[src/rtl/mls_pkg.sv]
// Package: constants and register map of the mechanical load shedding element
package mls_pkg;

  // ***********************************************************************
  // Register offsets (byte addresses on classic Wishbone)
  // ***********************************************************************
  localparam logic [7:0] MLS_CTRL_OFS     = 8'h00;
  localparam logic [7:0] MLS_PICKUP_OFS   = 8'h04;
  localparam logic [7:0] MLS_RELEASE_OFS  = 8'h08;
  localparam logic [7:0] MLS_TPICK_OFS    = 8'h0c;
  localparam logic [7:0] MLS_TREL_OFS     = 8'h10;
  localparam logic [7:0] MLS_FLA_OFS      = 8'h14;
  localparam logic [7:0] MLS_STATE_OFS    = 8'h18;
  localparam logic [7:0] MLS_IRQ_STAT_OFS = 8'h1c;
  localparam logic [7:0] MLS_IRQ_CLR_OFS  = 8'h20;
  localparam logic [7:0] MLS_IRQ_EN_OFS   = 8'h24;

  // ***********************************************************************
  // Control register fields
  // ***********************************************************************
  localparam int CTRL_ENABLE_BIT = 0;
  localparam int CTRL_ALLOW_BIT  = 1;
  localparam int CTRL_ASSIGN1_BIT = 2;
  localparam int CTRL_ASSIGN2_BIT = 3;

  // State register fields
  localparam int ST_ACTIVE_BIT  = 0;
  localparam int ST_BLOCKED_BIT = 1;
  localparam int ST_ALARM_BIT   = 2;
  localparam int ST_TRIP_BIT    = 3;
  localparam int ST_IN1_BIT     = 4;
  localparam int ST_IN2_BIT     = 5;

  // Interrupt events: alarm rise, trip rise, trip fall, block rise
  localparam int IRQ_W = 4;

  // ***********************************************************************
  // Reset values; levels are hundredths of rated full load current
  // ***********************************************************************
  localparam logic [3:0]  CTRL_RST      = 4'h0;
  localparam logic [7:0]  PICKUP_RST    = 8'h5a;   // 0.90
  localparam logic [7:0]  RELEASE_RST   = 8'h32;   // 0.50
  localparam logic [7:0]  LEVEL_MIN     = 8'h32;   // 0.50
  localparam logic [7:0]  LEVEL_MAX     = 8'h96;   // 1.50
  localparam logic [15:0] FLA_RST       = 16'h0400;
  localparam logic [5:0]  TIME_MAX      = 6'h32;   // 5.0 s in tenths
  localparam logic [5:0]  TIME_RST      = 6'h0a;   // 1.0 s in tenths

  // ***********************************************************************
  // Timing: delays are set in tenths of a second
  // ***********************************************************************
  localparam int CLK_HZ        = 10_000_000;
  localparam int TICK_MS       = 100;
  localparam int TICK_CYCLES   = CLK_HZ / 1000 * TICK_MS;

endpackage : mls_pkg

[src/rtl/mls_load_shed.sv]
// Mechanical load shedding element with Wishbone register slave
// Summary of operation
// - Shed contact operates when load exceeds pickup
// - Act only after pickup time elapsed
// - Hold shed output until below release
// - Release output after release time elapsed
// - Operate only while motor is running
// - Enable setting activates whole element
// - Two assignable external block inputs
// - Allow setting permits external blocking
// - Pickup level 0.50 to 1.50 rated
// - Release level 0.50 to 1.50 rated
// - Expose live state of block inputs
//
// The implementer's own choices: the Wishbone interface to the registers and the register addresses.
module mls_load_shed #(
  parameter int TICK_CYCLES = mls_pkg::TICK_CYCLES
) (
  input  wire logic        clk_i,
  input  wire logic        rst_i,
  input  wire logic        wb_cyc_i,
  input  wire logic        wb_stb_i,
  input  wire logic        wb_we_i,
  input  wire logic [7:0]  wb_adr_i,
  input  wire logic [3:0]  wb_sel_i,
  input  wire logic [31:0] wb_dat_i,
  output logic      [31:0] wb_dat_o,
  output logic             wb_ack_o,
  input  wire logic [15:0] phase_a_current_i,
  input  wire logic [15:0] phase_b_current_i,
  input  wire logic [15:0] phase_c_current_i,
  input  wire logic        motor_running_i,
  input  wire logic        external_block_input_one_i,
  input  wire logic        external_block_input_two_i,
  output logic             shed_contact_o,
  output logic             active_o,
  output logic             externally_blocked_flag_o,
  output logic             alarm_o,
  output logic             trip_o,
  output logic             block_one_state_o,
  output logic             block_two_state_o,
  output logic             irq_o
);

  typedef enum logic [1:0] {
    MLS_IDLE,
    MLS_PICKING,
    MLS_SHEDDING,
    MLS_RELEASING
  } mls_state_type;

  // ***********************************************************************
  // Settings registers
  // ***********************************************************************
  logic [3:0]  ctrl_q;
  logic [7:0]  pickup_q;
  logic [7:0]  release_q;
  logic [5:0]  tpick_q;
  logic [5:0]  trel_q;
  localparam int IRQ_W_L = mls_pkg::IRQ_W;
  logic [15:0] fla_q;
  logic [IRQ_W_L-1:0] irq_stat_q;
  logic [IRQ_W_L-1:0] irq_en_q;

  // Clamp a written level into the settable range
  function automatic logic [7:0] mls_clamp_level(input logic [7:0] v);
    if (v < mls_pkg::LEVEL_MIN) begin
      return mls_pkg::LEVEL_MIN;
    end else if (v > mls_pkg::LEVEL_MAX) begin
      return mls_pkg::LEVEL_MAX;
    end else begin
      return v;
    end
  endfunction : mls_clamp_level

  // Clamp a written delay to 5.0 s
  function automatic logic [5:0] mls_clamp_time(input logic [7:0] v);
    if (v > {2'b00, mls_pkg::TIME_MAX}) begin
      return mls_pkg::TIME_MAX;
    end else begin
      return v[5:0];
    end
  endfunction : mls_clamp_time

  // ***********************************************************************
  // Bus decode
  // ***********************************************************************
  wire bus_req   = wb_cyc_i & wb_stb_i & ~wb_ack_o;
  wire bus_wr    = bus_req & wb_we_i & wb_sel_i[0];
  wire wr_ctrl   = bus_wr & (wb_adr_i == mls_pkg::MLS_CTRL_OFS);
  wire wr_pick   = bus_wr & (wb_adr_i == mls_pkg::MLS_PICKUP_OFS);
  wire wr_rel    = bus_wr & (wb_adr_i == mls_pkg::MLS_RELEASE_OFS);
  wire wr_tpick  = bus_wr & (wb_adr_i == mls_pkg::MLS_TPICK_OFS);
  wire wr_trel   = bus_wr & (wb_adr_i == mls_pkg::MLS_TREL_OFS);
  wire wr_fla    = bus_wr & (wb_adr_i == mls_pkg::MLS_FLA_OFS);
  wire wr_clr    = bus_wr & (wb_adr_i == mls_pkg::MLS_IRQ_CLR_OFS);
  wire wr_irqen  = bus_wr & (wb_adr_i == mls_pkg::MLS_IRQ_EN_OFS);
  wire wr_fla_hi = wr_fla & wb_sel_i[1];

  // Settings writes; levels and times clamped to their legal range
  always_ff @(posedge clk_i) begin
    if (rst_i) begin
      ctrl_q    <= mls_pkg::CTRL_RST;
      pickup_q  <= mls_pkg::PICKUP_RST;
      release_q <= mls_pkg::RELEASE_RST;
      tpick_q   <= mls_pkg::TIME_RST;
      trel_q    <= mls_pkg::TIME_RST;
      fla_q     <= mls_pkg::FLA_RST;
      irq_en_q  <= '0;
    end else begin
      if (wr_ctrl) begin
        ctrl_q <= wb_dat_i[3:0];
      end
      if (wr_pick) begin
        pickup_q <= mls_clamp_level(wb_dat_i[7:0]);
      end
      if (wr_rel) begin
        release_q <= mls_clamp_level(wb_dat_i[7:0]);
      end
      if (wr_tpick) begin
        tpick_q <= mls_clamp_time(wb_dat_i[7:0]);
      end
      if (wr_trel) begin
        trel_q <= mls_clamp_time(wb_dat_i[7:0]);
      end
      if (wr_fla) begin
        fla_q[7:0] <= wb_dat_i[7:0];
      end
      if (wr_fla_hi) begin
        fla_q[15:8] <= wb_dat_i[15:8];
      end
      if (wr_irqen) begin
        irq_en_q <= wb_dat_i[IRQ_W_L-1:0];
      end
    end
  end

  // ***********************************************************************
  // Threshold comparison
  // ***********************************************************************
  // Thresholds in current units: level/100 times rated full load current
  wire [23:0] pick_prod = pickup_q * fla_q;
  wire [23:0] rel_prod  = release_q * fla_q;
  wire [23:0] ia_x100   = 24'(phase_a_current_i) * 24'h000064;
  wire [23:0] ib_x100   = 24'(phase_b_current_i) * 24'h000064;
  wire [23:0] ic_x100   = 24'(phase_c_current_i) * 24'h000064;

  // Any phase over pickup; all phases under release
  wire over_pick  = (ia_x100 > pick_prod) | (ib_x100 > pick_prod) | (ic_x100 > pick_prod);
  wire under_rel  = (ia_x100 < rel_prod) & (ib_x100 < rel_prod) & (ic_x100 < rel_prod);

  // ***********************************************************************
  // Qualification
  // ***********************************************************************
  wire enabled  = ctrl_q[mls_pkg::CTRL_ENABLE_BIT];
  // Blocking only counts for an assigned input and when allowed
  wire blk_one  = ctrl_q[mls_pkg::CTRL_ASSIGN1_BIT] & external_block_input_one_i;
  wire blk_two  = ctrl_q[mls_pkg::CTRL_ASSIGN2_BIT] & external_block_input_two_i;
  wire blocked  = enabled & ctrl_q[mls_pkg::CTRL_ALLOW_BIT] & (blk_one | blk_two);
  wire active   = enabled & ~blocked;
  wire evaluate = active & motor_running_i;

  // ***********************************************************************
  // Timer: 100 ms tick prescaler and tenth-second counter
  // ***********************************************************************
  mls_state_type state_q;
  mls_state_type state_d;
  logic [23:0]   pre_q;
  logic [5:0]    tenths_q;
  wire           timing  = (state_q == MLS_PICKING) | (state_q == MLS_RELEASING);
  wire           tick    = (pre_q == 24'(TICK_CYCLES - 1));
  wire [5:0]     target  = (state_q == MLS_PICKING) ? tpick_q : trel_q;
  wire           expired = (tenths_q >= target);

  // Prescaler restarts whenever a delay starts, so delays are exact
  always_ff @(posedge clk_i) begin
    if (rst_i || !timing || state_d != state_q) begin
      pre_q    <= '0;
      tenths_q <= '0;
    end else if (tick) begin
      pre_q    <= '0;
      tenths_q <= tenths_q + 6'h01;
    end else begin
      pre_q    <= pre_q + 24'h000001;
    end
  end

  // ***********************************************************************
  // Shedding sequence
  // ***********************************************************************
  always_comb begin
    state_d = state_q;
    case (state_q)
      MLS_IDLE: begin
        if (over_pick) state_d = MLS_PICKING;
      end
      MLS_PICKING: begin
        if (!over_pick) state_d = MLS_IDLE;
        else if (expired) state_d = MLS_SHEDDING;
      end
      MLS_SHEDDING: begin
        if (under_rel) state_d = MLS_RELEASING;
      end
      MLS_RELEASING: begin
        if (!under_rel) state_d = MLS_SHEDDING;
        else if (expired) state_d = MLS_IDLE;
      end
      default: state_d = MLS_IDLE;
    endcase
    if (!evaluate) state_d = MLS_IDLE;
  end

  // State register; reset lands in idle with the contact open
  always_ff @(posedge clk_i) begin
    if (rst_i) begin
      state_q <= MLS_IDLE;
    end else begin
      state_q <= state_d;
    end
  end

  // ***********************************************************************
  // Status outputs, registered
  // ***********************************************************************
  wire alarm_d = (state_d != MLS_IDLE);
  wire trip_d  = (state_d == MLS_SHEDDING) | (state_d == MLS_RELEASING);

  // Outputs follow the next state so they lag the inputs by one edge only
  always_ff @(posedge clk_i) begin
    if (rst_i) begin
      active_o                  <= 1'b0;
      externally_blocked_flag_o <= 1'b0;
      alarm_o                   <= 1'b0;
      trip_o                    <= 1'b0;
      shed_contact_o            <= 1'b0;
      block_one_state_o         <= 1'b0;
      block_two_state_o         <= 1'b0;
    end else begin
      active_o                  <= active;
      externally_blocked_flag_o <= blocked;
      alarm_o                   <= alarm_d;
      trip_o                    <= trip_d;
      shed_contact_o            <= trip_d;
      block_one_state_o         <= external_block_input_one_i;
      block_two_state_o         <= external_block_input_two_i;
    end
  end

  // ***********************************************************************
  // Interrupts: set wins over a clear in the same cycle
  // ***********************************************************************
  wire [IRQ_W_L-1:0] irq_evt = {blocked & ~externally_blocked_flag_o,
                                ~trip_d & trip_o,
                                trip_d & ~trip_o,
                                alarm_d & ~alarm_o};
  wire [IRQ_W_L-1:0] irq_clr = wr_clr ? wb_dat_i[IRQ_W_L-1:0] : '0;
  // Next status; an event in the clearing cycle survives the clear
  wire [IRQ_W_L-1:0] irq_stat_d = (irq_stat_q & ~irq_clr) | irq_evt;

  // Level request built from the next status, so it tracks the register
  always_ff @(posedge clk_i) begin
    if (rst_i) begin
      irq_stat_q <= '0;
      irq_o      <= 1'b0;
    end else begin
      irq_stat_q <= irq_stat_d;
      irq_o      <= |(irq_stat_d & irq_en_q);
    end
  end

  // ***********************************************************************
  // Read mux; unmapped addresses read zero and still acknowledge
  // ***********************************************************************
  wire [31:0] state_word = {26'h0, block_two_state_o, block_one_state_o,
                            trip_o, alarm_o, externally_blocked_flag_o, active_o};
  logic [31:0] rd_data;

  // Address decode of the read word; the clear register reads as zero
  always_comb begin
    if (wb_adr_i == mls_pkg::MLS_CTRL_OFS) rd_data = {28'h0, ctrl_q};
    else if (wb_adr_i == mls_pkg::MLS_PICKUP_OFS) rd_data = {24'h0, pickup_q};
    else if (wb_adr_i == mls_pkg::MLS_RELEASE_OFS) rd_data = {24'h0, release_q};
    else if (wb_adr_i == mls_pkg::MLS_TPICK_OFS) rd_data = {26'h0, tpick_q};
    else if (wb_adr_i == mls_pkg::MLS_TREL_OFS) rd_data = {26'h0, trel_q};
    else if (wb_adr_i == mls_pkg::MLS_FLA_OFS) rd_data = {16'h0, fla_q};
    else if (wb_adr_i == mls_pkg::MLS_STATE_OFS) rd_data = state_word;
    else if (wb_adr_i == mls_pkg::MLS_IRQ_STAT_OFS) rd_data = {28'h0, irq_stat_q};
    else if (wb_adr_i == mls_pkg::MLS_IRQ_EN_OFS) rd_data = {28'h0, irq_en_q};
    else rd_data = 32'h0;
  end

  // One-cycle ack, dropped the cycle after
  always_ff @(posedge clk_i) begin
    if (rst_i) begin
      wb_ack_o <= 1'b0;
      wb_dat_o <= 32'h0;
    end else begin
      wb_ack_o <= bus_req;
      wb_dat_o <= bus_req ? rd_data : 32'h0;
    end
  end

endmodule : mls_load_shed

[config.mk]
export PLATFORM = sky130hd
export DESIGN_NAME = mls_load_shed
export DESIGN_NICKNAME = d
export VERILOG_FILES = /design/src/rtl/mls_pkg.sv /design/src/rtl/mls_load_shed.sv
export SDC_FILE = /design/constraint.sdc
export NUM_CORES = 1
export LEC_CHECK = 0
export ABC_AREA = 0
export BUFFER_PORTS_ARGS = -buffer_cell sky130_fd_sc_hd__buf_2
export CAP_MARGIN = 20
export CORE_ASPECT_RATIO = 0.75
export CORE_UTILIZATION = 35
export CTS_CLUSTER_SIZE = 14
export DETAILED_ROUTE_END_ITERATION = 10
export PLACE_DENSITY = 0.53
export SLEW_MARGIN = 20
export SYNTH_ARGS = -nofsm -noshare
export SYNTH_HDL_FRONTEND = slang
export SYNTH_SLANG_ARGS = --single-unit
[constraint.sdc]
create_clock -name clk_i -period 13.4 [get_ports clk_i]
set_input_delay 0.67 -clock clk_i [delete_from_list [all_inputs] [get_ports clk_i]]
set_output_delay 0.67 -clock clk_i [all_outputs]
set_load 0.02 [all_outputs]
==> results.py, run 1 <==
metrics = {
    "outcome": {
        "status": "finished clean",
    },
    "cells_and_area": {
        "layoutNonFillerInstCount": 3300,
        "layout_commonest_cell": "inv_1",
        "drive_gt1_share_pct": 6.15,
        "area_growth_pct": 7.50,
        "nets": 3182,
        "stdcell_area_um2": 22100,
        "fillCellCount": 6023,
        "final_cell_mix": "402 x inv_1, 366 x ha_1, 212 x and2_1",
    },
    "power": {
        "sw_frac_of_total_pct": 43.5,
        "p_switching_w": 0.000681,
        "p_total_w": 0.00157,
        "intPower_w": 0.000885,
        "clockPowerShare_pct": 17.7,
        "comb_power_share_pct": 61.0,
        "leakage_nw": 10.9,
        "p_per_area_nw_per_um2": 70.7,
        "vdd_drop_max_mv": 0.0510,
        "p_seq_share_pct": 21.3,
    },
    "die": {
        "start_util_pct": 35.6,
        "die_height_um": 212,
        "pin_count": 141,
        "dieArea_um2": 59800,
        "die_x_um": 282,
        "rows": 76,
        "coreArea_um2": 57800,
    },
    "yosys": {
        "yosysWarningCount": 0,
        "synth_compound_area_share_pct": 13.9,
        "yosysSeqAreaShare_pct": 10.9,
        "synth_top_family_by_area": "adder cells",
        "synth_area_um2": 20600,
        "synthAdderAreaFrac_pct": 41.9,
        "synth_top_area_share_pct": 22.2,
        "avgSynthCellArea_um2": 8.38,
        "synth_xor_area_share_pct": 4.87,
        "synthArstFlopShare_pct": 0,
        "synth_top_area_cell": "ha_1",
        "muxShareOfSynthArea_pct": 1.23,
        "synth_area_leaders": "ha_1 22%, fa_1 20%, dfxtp_1 11%",
        "ys_seq_elements": 112,
        "ys_types": 76,
        "yosys_most_used_dff": "dfxtp_1",
        "synthCells": 2458,
        "synth_enable_flop_cells": 0,
        "synthSimpleGateAreaFrac_pct": 18.0,
    },
    "routing": {
        "drtAntennaViolNets": 0,
        "finalWirelength_um": 56200,
        "drc": 0,
        "vias": 16931,
        "post_drt_via_cell_ratio": 5.13,
        "drtIter0Drc": 1087,
        "wl_per_cell_um": 17.0,
        "drtPass1Iterations": 6,
    },
    "placement": {
        "post-place-ws_ps": 4650,
        "place_inst": 3284,
        "dp_hpwl_um": 45900,
        "gp_congestion": 0.922,
        "dpl_cell_area_um2": 21800,
        "portBuffers": 106,
    },
    "setup_path": {
        "reg2reg_slack_ps": 4480,
        "critical_path_class": "flip-flop to flip-flop",
        "critPathMaxStageDelay_ps": 910,
        "cp-start-kind": "flip-flop",
        "cp.required_ps": 13680,
        "cp_max_fo": 18,
        "slowest_stage": "dfxtp_1",
        "worstPathArrival_ps": 9190,
        "endpoint_kind": "flip-flop",
    },
    "timing": {
        "relSlewSlack_pct": 29.8,
        "finClkSkew_ps": 9.86,
        "max_freq_mhz": 112,
        "grt_setup_unrepaired": "false",
        "tightestPinTransition_ps": 1040,
        "fin_crit_sh_pct": 66.5,
        "layout_min_cycle_time_ps": 8920,
        "setup-violations-final": 0,
        "setup_tns_ps": 0,
        "hold_viol": 0,
        "slew_violations": 0,
        "setup_slack_ps": 4480,
    },
    "global_route": {
        "antenna_found_initial": 1,
        "grt_max_degree": 68,
        "grt_pass1_wl_um": 91100,
        "grt_pass1_vias": 16624,
        "grt.overflow.total": 0,
        "groute.usage.overall_pct": 19.4,
    },
    "hold_path": {
        "hp-class": "flip-flop to flip-flop",
    },
    "flow_run": {
        "maxCapViolCount": 0,
    },
    "clock_tree": {
        "clk_path_buf_depth": 2,
        "cts_resized": 0,
        "htree_levels": 3,
        "cts.sinks": 112,
        "cts_setup_buffers": 0,
        "cts_tree": "built",
        "clk_latency_ps": 360,
        "cts_root_buf": "clkbuf_16",
        "clkTransAtPathRegs_ps": 70,
        "postCtsHoldBufs": 0,
        "numCtsBuffers": 9,
    },
}
[per-stage QoR]
step	util, %	hold slack (ps)
detailed placement	37.8	469
CTS	38.3	480
global placement	37.8	461
global route	38.3	502
finish	38.3	483
floorplan	-	442
[area by class of cell]
type,count,area [µm²],area share (%)
antenna,1,2.50,0.0113
inverter,402,1510,6.82
clock inverter,4,52.6,0.237
clock buffer,11,253,1.14
timing repair buffer,113,583,2.63
sequential,112,2240,10.1
multi-input combinational,1877,16500,74.6
tap,780,976,4.41
[flip-flops by register name (all words and copies together) (netlist names), 2 cells and up]
signal	flops
release_q	8
state_q	2
fla_q	16
irq_stat_q	4
ctrl_q	4
pre_q	24
trel_q	6
pickup_q	8
wb_dat_o	16
irq_en_q	4
tenths_q	6
tpick_q	6
[critical path: cells and delay by family, from the launching register on]
| family | cells | cell delay, ps |
|---|---|---|
| flip-flops | 1 | 910 |
| adder cells (fa/ha/maj) | 6 | 2840 |
| buffers and inverters | 4 | 290 |
| AND/OR/NAND/NOR | 4 | 440 |
| AO/OA/AOI/OAI | 15 | 3400 |
| XOR/XNOR | 1 | 570 |
| multiplexers | 1 | 370 |
[cell families after synthesis]
kind of cell	count (synthesis)
AOI/OAI and AO/OA	431
xor gates and xnor gates	113
adders and majority gates	570
buffers and inverters	484
DFF	112
muxes	25
other	1
and+or+nand+nor	722
[synth_stat cells (5+ instances only)]
| cell | number |
|---|---|
| inv_1 | 402 |
| ha_1 | 366 |
| and2_1 | 212 |
| fa_1 | 201 |
| nand2_1 | 167 |
| nor2_1 | 144 |
| a21oi_1 | 133 |
| dfxtp_1 | 112 |
| o21ai_0 | 68 |
| xnor2_1 | 67 |
| clkbuf_1 | 57 |
| nand3_1 | 52 |
| xor2_1 | 45 |
| a21o_1 | 42 |
| nor3_1 | 32 |
| a211oi_1 | 22 |
| mux2i_1 | 22 |
| and3_1 | 20 |
| a211o_1 | 19 |
| nand2b_1 | 19 |
| nor2b_1 | 19 |
| o211ai_1 | 19 |
| nand4_1 | 18 |
| buf_4 | 17 |
| a31oi_1 | 15 |
| o21bai_1 | 15 |
| o21a_1 | 14 |
| a22oi_1 | 10 |
| nor3b_1 | 10 |
| a31o_2 | 8 |
| a221oi_1 | 7 |
| and4_1 | 6 |
| o31ai_1 | 6 |
| a2111oi_0 | 5 |
| a22o_1 | 5 |
| or3_1 | 5 |
[routing by layer]
| layer | track usage [%] | up-vias | part of all wire [%] |
|---|---|---|---|
| li1 | - | 8245 | - |
| met1 | 28.9 | 8220 | 50 |
| met2 | 28.5 | 411 | 41 |
| met3 | 4.07 | 55 | 7.0 |
| met4 | 3.67 | 0 | 1.6 |
| met5 | 0 | - | 0 |
[power groups by stage]
stage	clock [W]	combinational (W)	sequential, W
3_5_place_dp	0	0.000935	0.000341
5_1_grt	0.000303	0.00109	0.000334
3_3_place_gp	0	0.000908	0.000341
4_1_cts	0.000286	0.000944	0.000333
6_report	0.000277	0.000955	0.000334
2_1_floorplan	0	0.000698	0.000342
[path summary, 6_finish.rpt]
path,start,cells past startpoint,endpoint
worst max-delay path,fla_q[3],31,irq_o
worst min-delay path,pre_q[0],1,pre_q[0]
worst max register to register,fla_q[3],31,irq_o
worst min register to register,pre_q[0],1,pre_q[0]
No activity file was read; power rests on OpenSTA's default activity.
==> run 2: changes to the inputs <==
--- a/config.mk
+++ b/config.mk
@@ -5,7 +5,7 @@
 export SDC_FILE = /design/constraint.sdc
 export NUM_CORES = 1
 export LEC_CHECK = 0
-export ABC_AREA = 0
+export ABC_AREA = 1
 export BUFFER_PORTS_ARGS = -buffer_cell sky130_fd_sc_hd__buf_2
 export CAP_MARGIN = 20
 export CORE_ASPECT_RATIO = 0.75
==> constraint.sdc (replaced) <==
create_clock -name clk_i -period 8.4 [get_ports clk_i]
set_input_delay 0.42 -clock clk_i [delete_from_list [all_inputs] [get_ports clk_i]]
set_output_delay 0.42 -clock clk_i [all_outputs]
set_load 0.02 [all_outputs]
==> results.py, run 2 <==
metrics = {
    "setup_path": {
        "path_buf_inv": 4,
        "reg2reg_depth": 35,
        "r2r-start": "release_q[7]",
        "worstPathArrival_ps": 7910,
        "endpoint_kind": "flip-flop",
        "cp-start-kind": "flip-flop",
        "cp-startpoint": "release_q[7]",
        "path_depth": 35,
        "reg2reg_slack_ps": 770,
        "critical_path.top_delay_family": "adder cells",
        "crit_path_frequent_cell": "nand2_1",
        "cp.required_ps": 8680,
        "critPathMaxStageDelay_ps": 880,
        "crit_end": "pre_q[4]",
        "cp_max_fo": 24,
        "critical_path_class": "flip-flop to flip-flop",
        "slowest_stage": "dfxtp_1",
        "r2r-end": "pre_q[4]",
    },
    "die": {
        "pin_count": 141,
        "coreArea_um2": 60400,
        "die_x_um": 287,
        "start_util_pct": 35.4,
        "dieArea_um2": 62000,
        "die_height_um": 216,
        "rows": 78,
    },
    "yosys": {
        "synth_top_area_share_pct": 21.4,
        "netlist_top_cells_count": "781 x inv_1, 698 x nand2_1, 366 x ha_1, 201 x fa_1, 181 x a21oi_1",
        "synth_enable_flop_cells": 0,
        "synth_top_area_cell": "ha_1",
        "ys_types": 62,
        "yosysWarningCount": 0,
        "ys_seq_elements": 112,
        "yosys.cell_count.top_type": "inv_1",
        "yosys_most_used_dff": "dfxtp_1",
        "synthCells": 3043,
        "avgSynthCellArea_um2": 7.02,
        "synth_area_um2": 21400,
        "synth_area_leaders": "ha_1 21%, fa_1 19%, inv_1 14%",
        "synthArstFlopShare_pct": 0,
        "yosysSeqAreaShare_pct": 10.5,
    },
    "placement": {
        "portBuffers": 106,
        "dp_hpwl_um": 48000,
        "gp_congestion": 0.884,
        "post-place-ws_ps": 804,
    },
    "global_route": {
        "antenna_found_initial": 1,
        "groute.usage.overall_pct": 18.7,
        "grt_max_degree": 44,
        "grt_pass1_vias": 17052,
        "grt_pass1_wl_um": 92700,
        "grt.overflow.total": 0,
    },
    "routing": {
        "drtAntennaViolNets": 0,
        "wl_per_cell_um": 14.5,
        "drc": 0,
        "vias": 18135,
        "post_drt_via_cell_ratio": 4.63,
        "finalWirelength_um": 56600,
        "drtPass1Iterations": 5,
        "drtIter0Drc": 1265,
    },
    "timing": {
        "slew_violations": 0,
        "max_freq_mhz": 131,
        "finClkSkew_ps": 9.42,
        "fin_crit_sh_pct": 90.8,
        "grt_setup_unrepaired": "false",
        "layout_min_cycle_time_ps": 7630,
        "setup_tns_ps": 0,
        "setup_slack_ps": 770,
        "setup-violations-final": 0,
        "hold_ws_ps": 291,
        "tightestPinTransition_ps": 1120,
        "hold_viol": 0,
        "relSlewSlack_pct": 24.1,
    },
    "clock_tree": {
        "cts_root_buf": "clkbuf_16",
        "cts_resized": 0,
        "clkTransAtPathRegs_ps": 70,
        "htree_levels": 3,
        "cts.sinks": 112,
        "clk_path_buf_depth": 2,
        "cts_setup_buffers": 0,
        "cts_tree": "built",
        "postCtsHoldBufs": 0,
        "clk_latency_ps": 360,
        "numCtsBuffers": 9,
    },
    "cells_and_area": {
        "regMostFlops": "pre_q",
        "nets": 3775,
        "drive_gt1_share_pct": 5.88,
        "fillCellCount": 6502,
        "area_growth_pct": 7.59,
        "multi_input_area_um2": 15800,
        "seq_area_um2": 2240,
        "final_cell_mix": "781 x inv_1, 698 x nand2_1, 366 x ha_1",
        "final_core_util_pct": 38.1,
        "layout_commonest_cell": "inv_1",
        "largest_reg_flops": 24,
        "largestRegisters": "pre_q: 24 flops, fla_q: 16 flops, wb_dat_o: 16 flops",
    },
    "power": {
        "vdd_drop_max_mv": 0.0769,
        "leakage_nw": 13.7,
        "p_total_w": 0.00250,
        "p_per_area_nw_per_um2": 109,
    },
    "flow_run": {
        "maxCapViolCount": 0,
    },
    "outcome": {
        "status": "finished clean",
    },
    "hold_path": {
        "hp-class": "input pin to flip-flop",
    },
}
==> run 2: cell count changes after synthesis, moves of 19 or more <==
cell	change
inv_1	+379
a211o_1	-19
nand2b_1	-19
and3_1	-19
nand2_1	+531
and2_1	-210
nand3_1	+29
a211oi_1	-21
xnor2_1	-24
nor2b_1	-19
a21o_1	-32
a21oi_1	+48
mux2i_1	-20
==> run 2: layout make-up <==
| class | instances | area share [%] |
|---|---|---|
| diodes | 1 | 0.0109 |
| clock buffers | 11 | 1.01 |
| clock inverters | 4 | 0.136 |
| inverters | 785 | 12.8 |
| multi-input cells | 2068 | 68.8 |
| flip-flops and latches | 112 | 9.75 |
| well taps | 800 | 4.35 |
| repair buffers | 132 | 3.16 |
==> run 2: logic make-up (layout without fill, tap and decap cells) <==
logic type | Yosys count | count (layout) | share of synthesized area (%)
simple gates | 1053 | 1053 | 20.8
flops | 112 | 112 | 10.5
xor+xnor | 85 | 85 | 3.48
compound gates | 344 | 344 | 8.99
mux | 3 | 3 | 0.146
fa+ha+maj | 567 | 567 | 40.3
other cells | 1 | 17 | 0.0176
buf+inv | 878 | 932 | 15.8
==> run 2: power by group <==
group / internal (W) / switching (W)
combinational: 0.000598 / 0.000971
clock: 0.000201 / 0.000202
sequential: 0.000531 / 0.000000789
==> run 2: worst register-to-register path: cells and delay by family, from the launching register on <==
kind            cells  cell delay [ps]
xor+xnor            1              540
buf+inv             4              210
flops               1              880
compound gates      6              950
simple gates       18             2120
fa+ha+maj           6             2850
==> run 2: worst min-delay path by stage <==
stage                               start                end  slack [ps]  depth (start not counted)
2_1_floorplan                    pre_q[0]           pre_q[0]         420                          1
3_3_place_gp                     pre_q[0]           pre_q[0]         440                          1
3_5_place_dp                     pre_q[0]           pre_q[0]         450                          1
4_1_cts        external_block_input_one_i  block_one_state_o         280                          3
5_1_grt                      wb_dat_i[10]          fla_q[10]         300                          3
6_report       external_block_input_one_i  block_one_state_o         290                          3
==> run 2: metrics by stage <==
| stage | cells | cell area, µm² |
|---|---|---|
| global placement | 3897 | 22700 |
| finish | 3913 | 23000 |
| detailed placement | 3897 | 22700 |
| floorplan | 3058 | 21400 |
| CTS | 3912 | 23000 |
| global route | 3912 | 23000 |
==> run 2: layer usage <==
| layer | share of wire (%) | GRT usage, % | vias up |
|---|---|---|---|
| li1 | - | - | 9417 |
| met1 | 54 | 30.0 | 8334 |
| met2 | 40 | 27.1 | 359 |
| met3 | 5.4 | 2.48 | 25 |
| met4 | 0.61 | 1.52 | 0 |
| met5 | 0 | 0 | - |
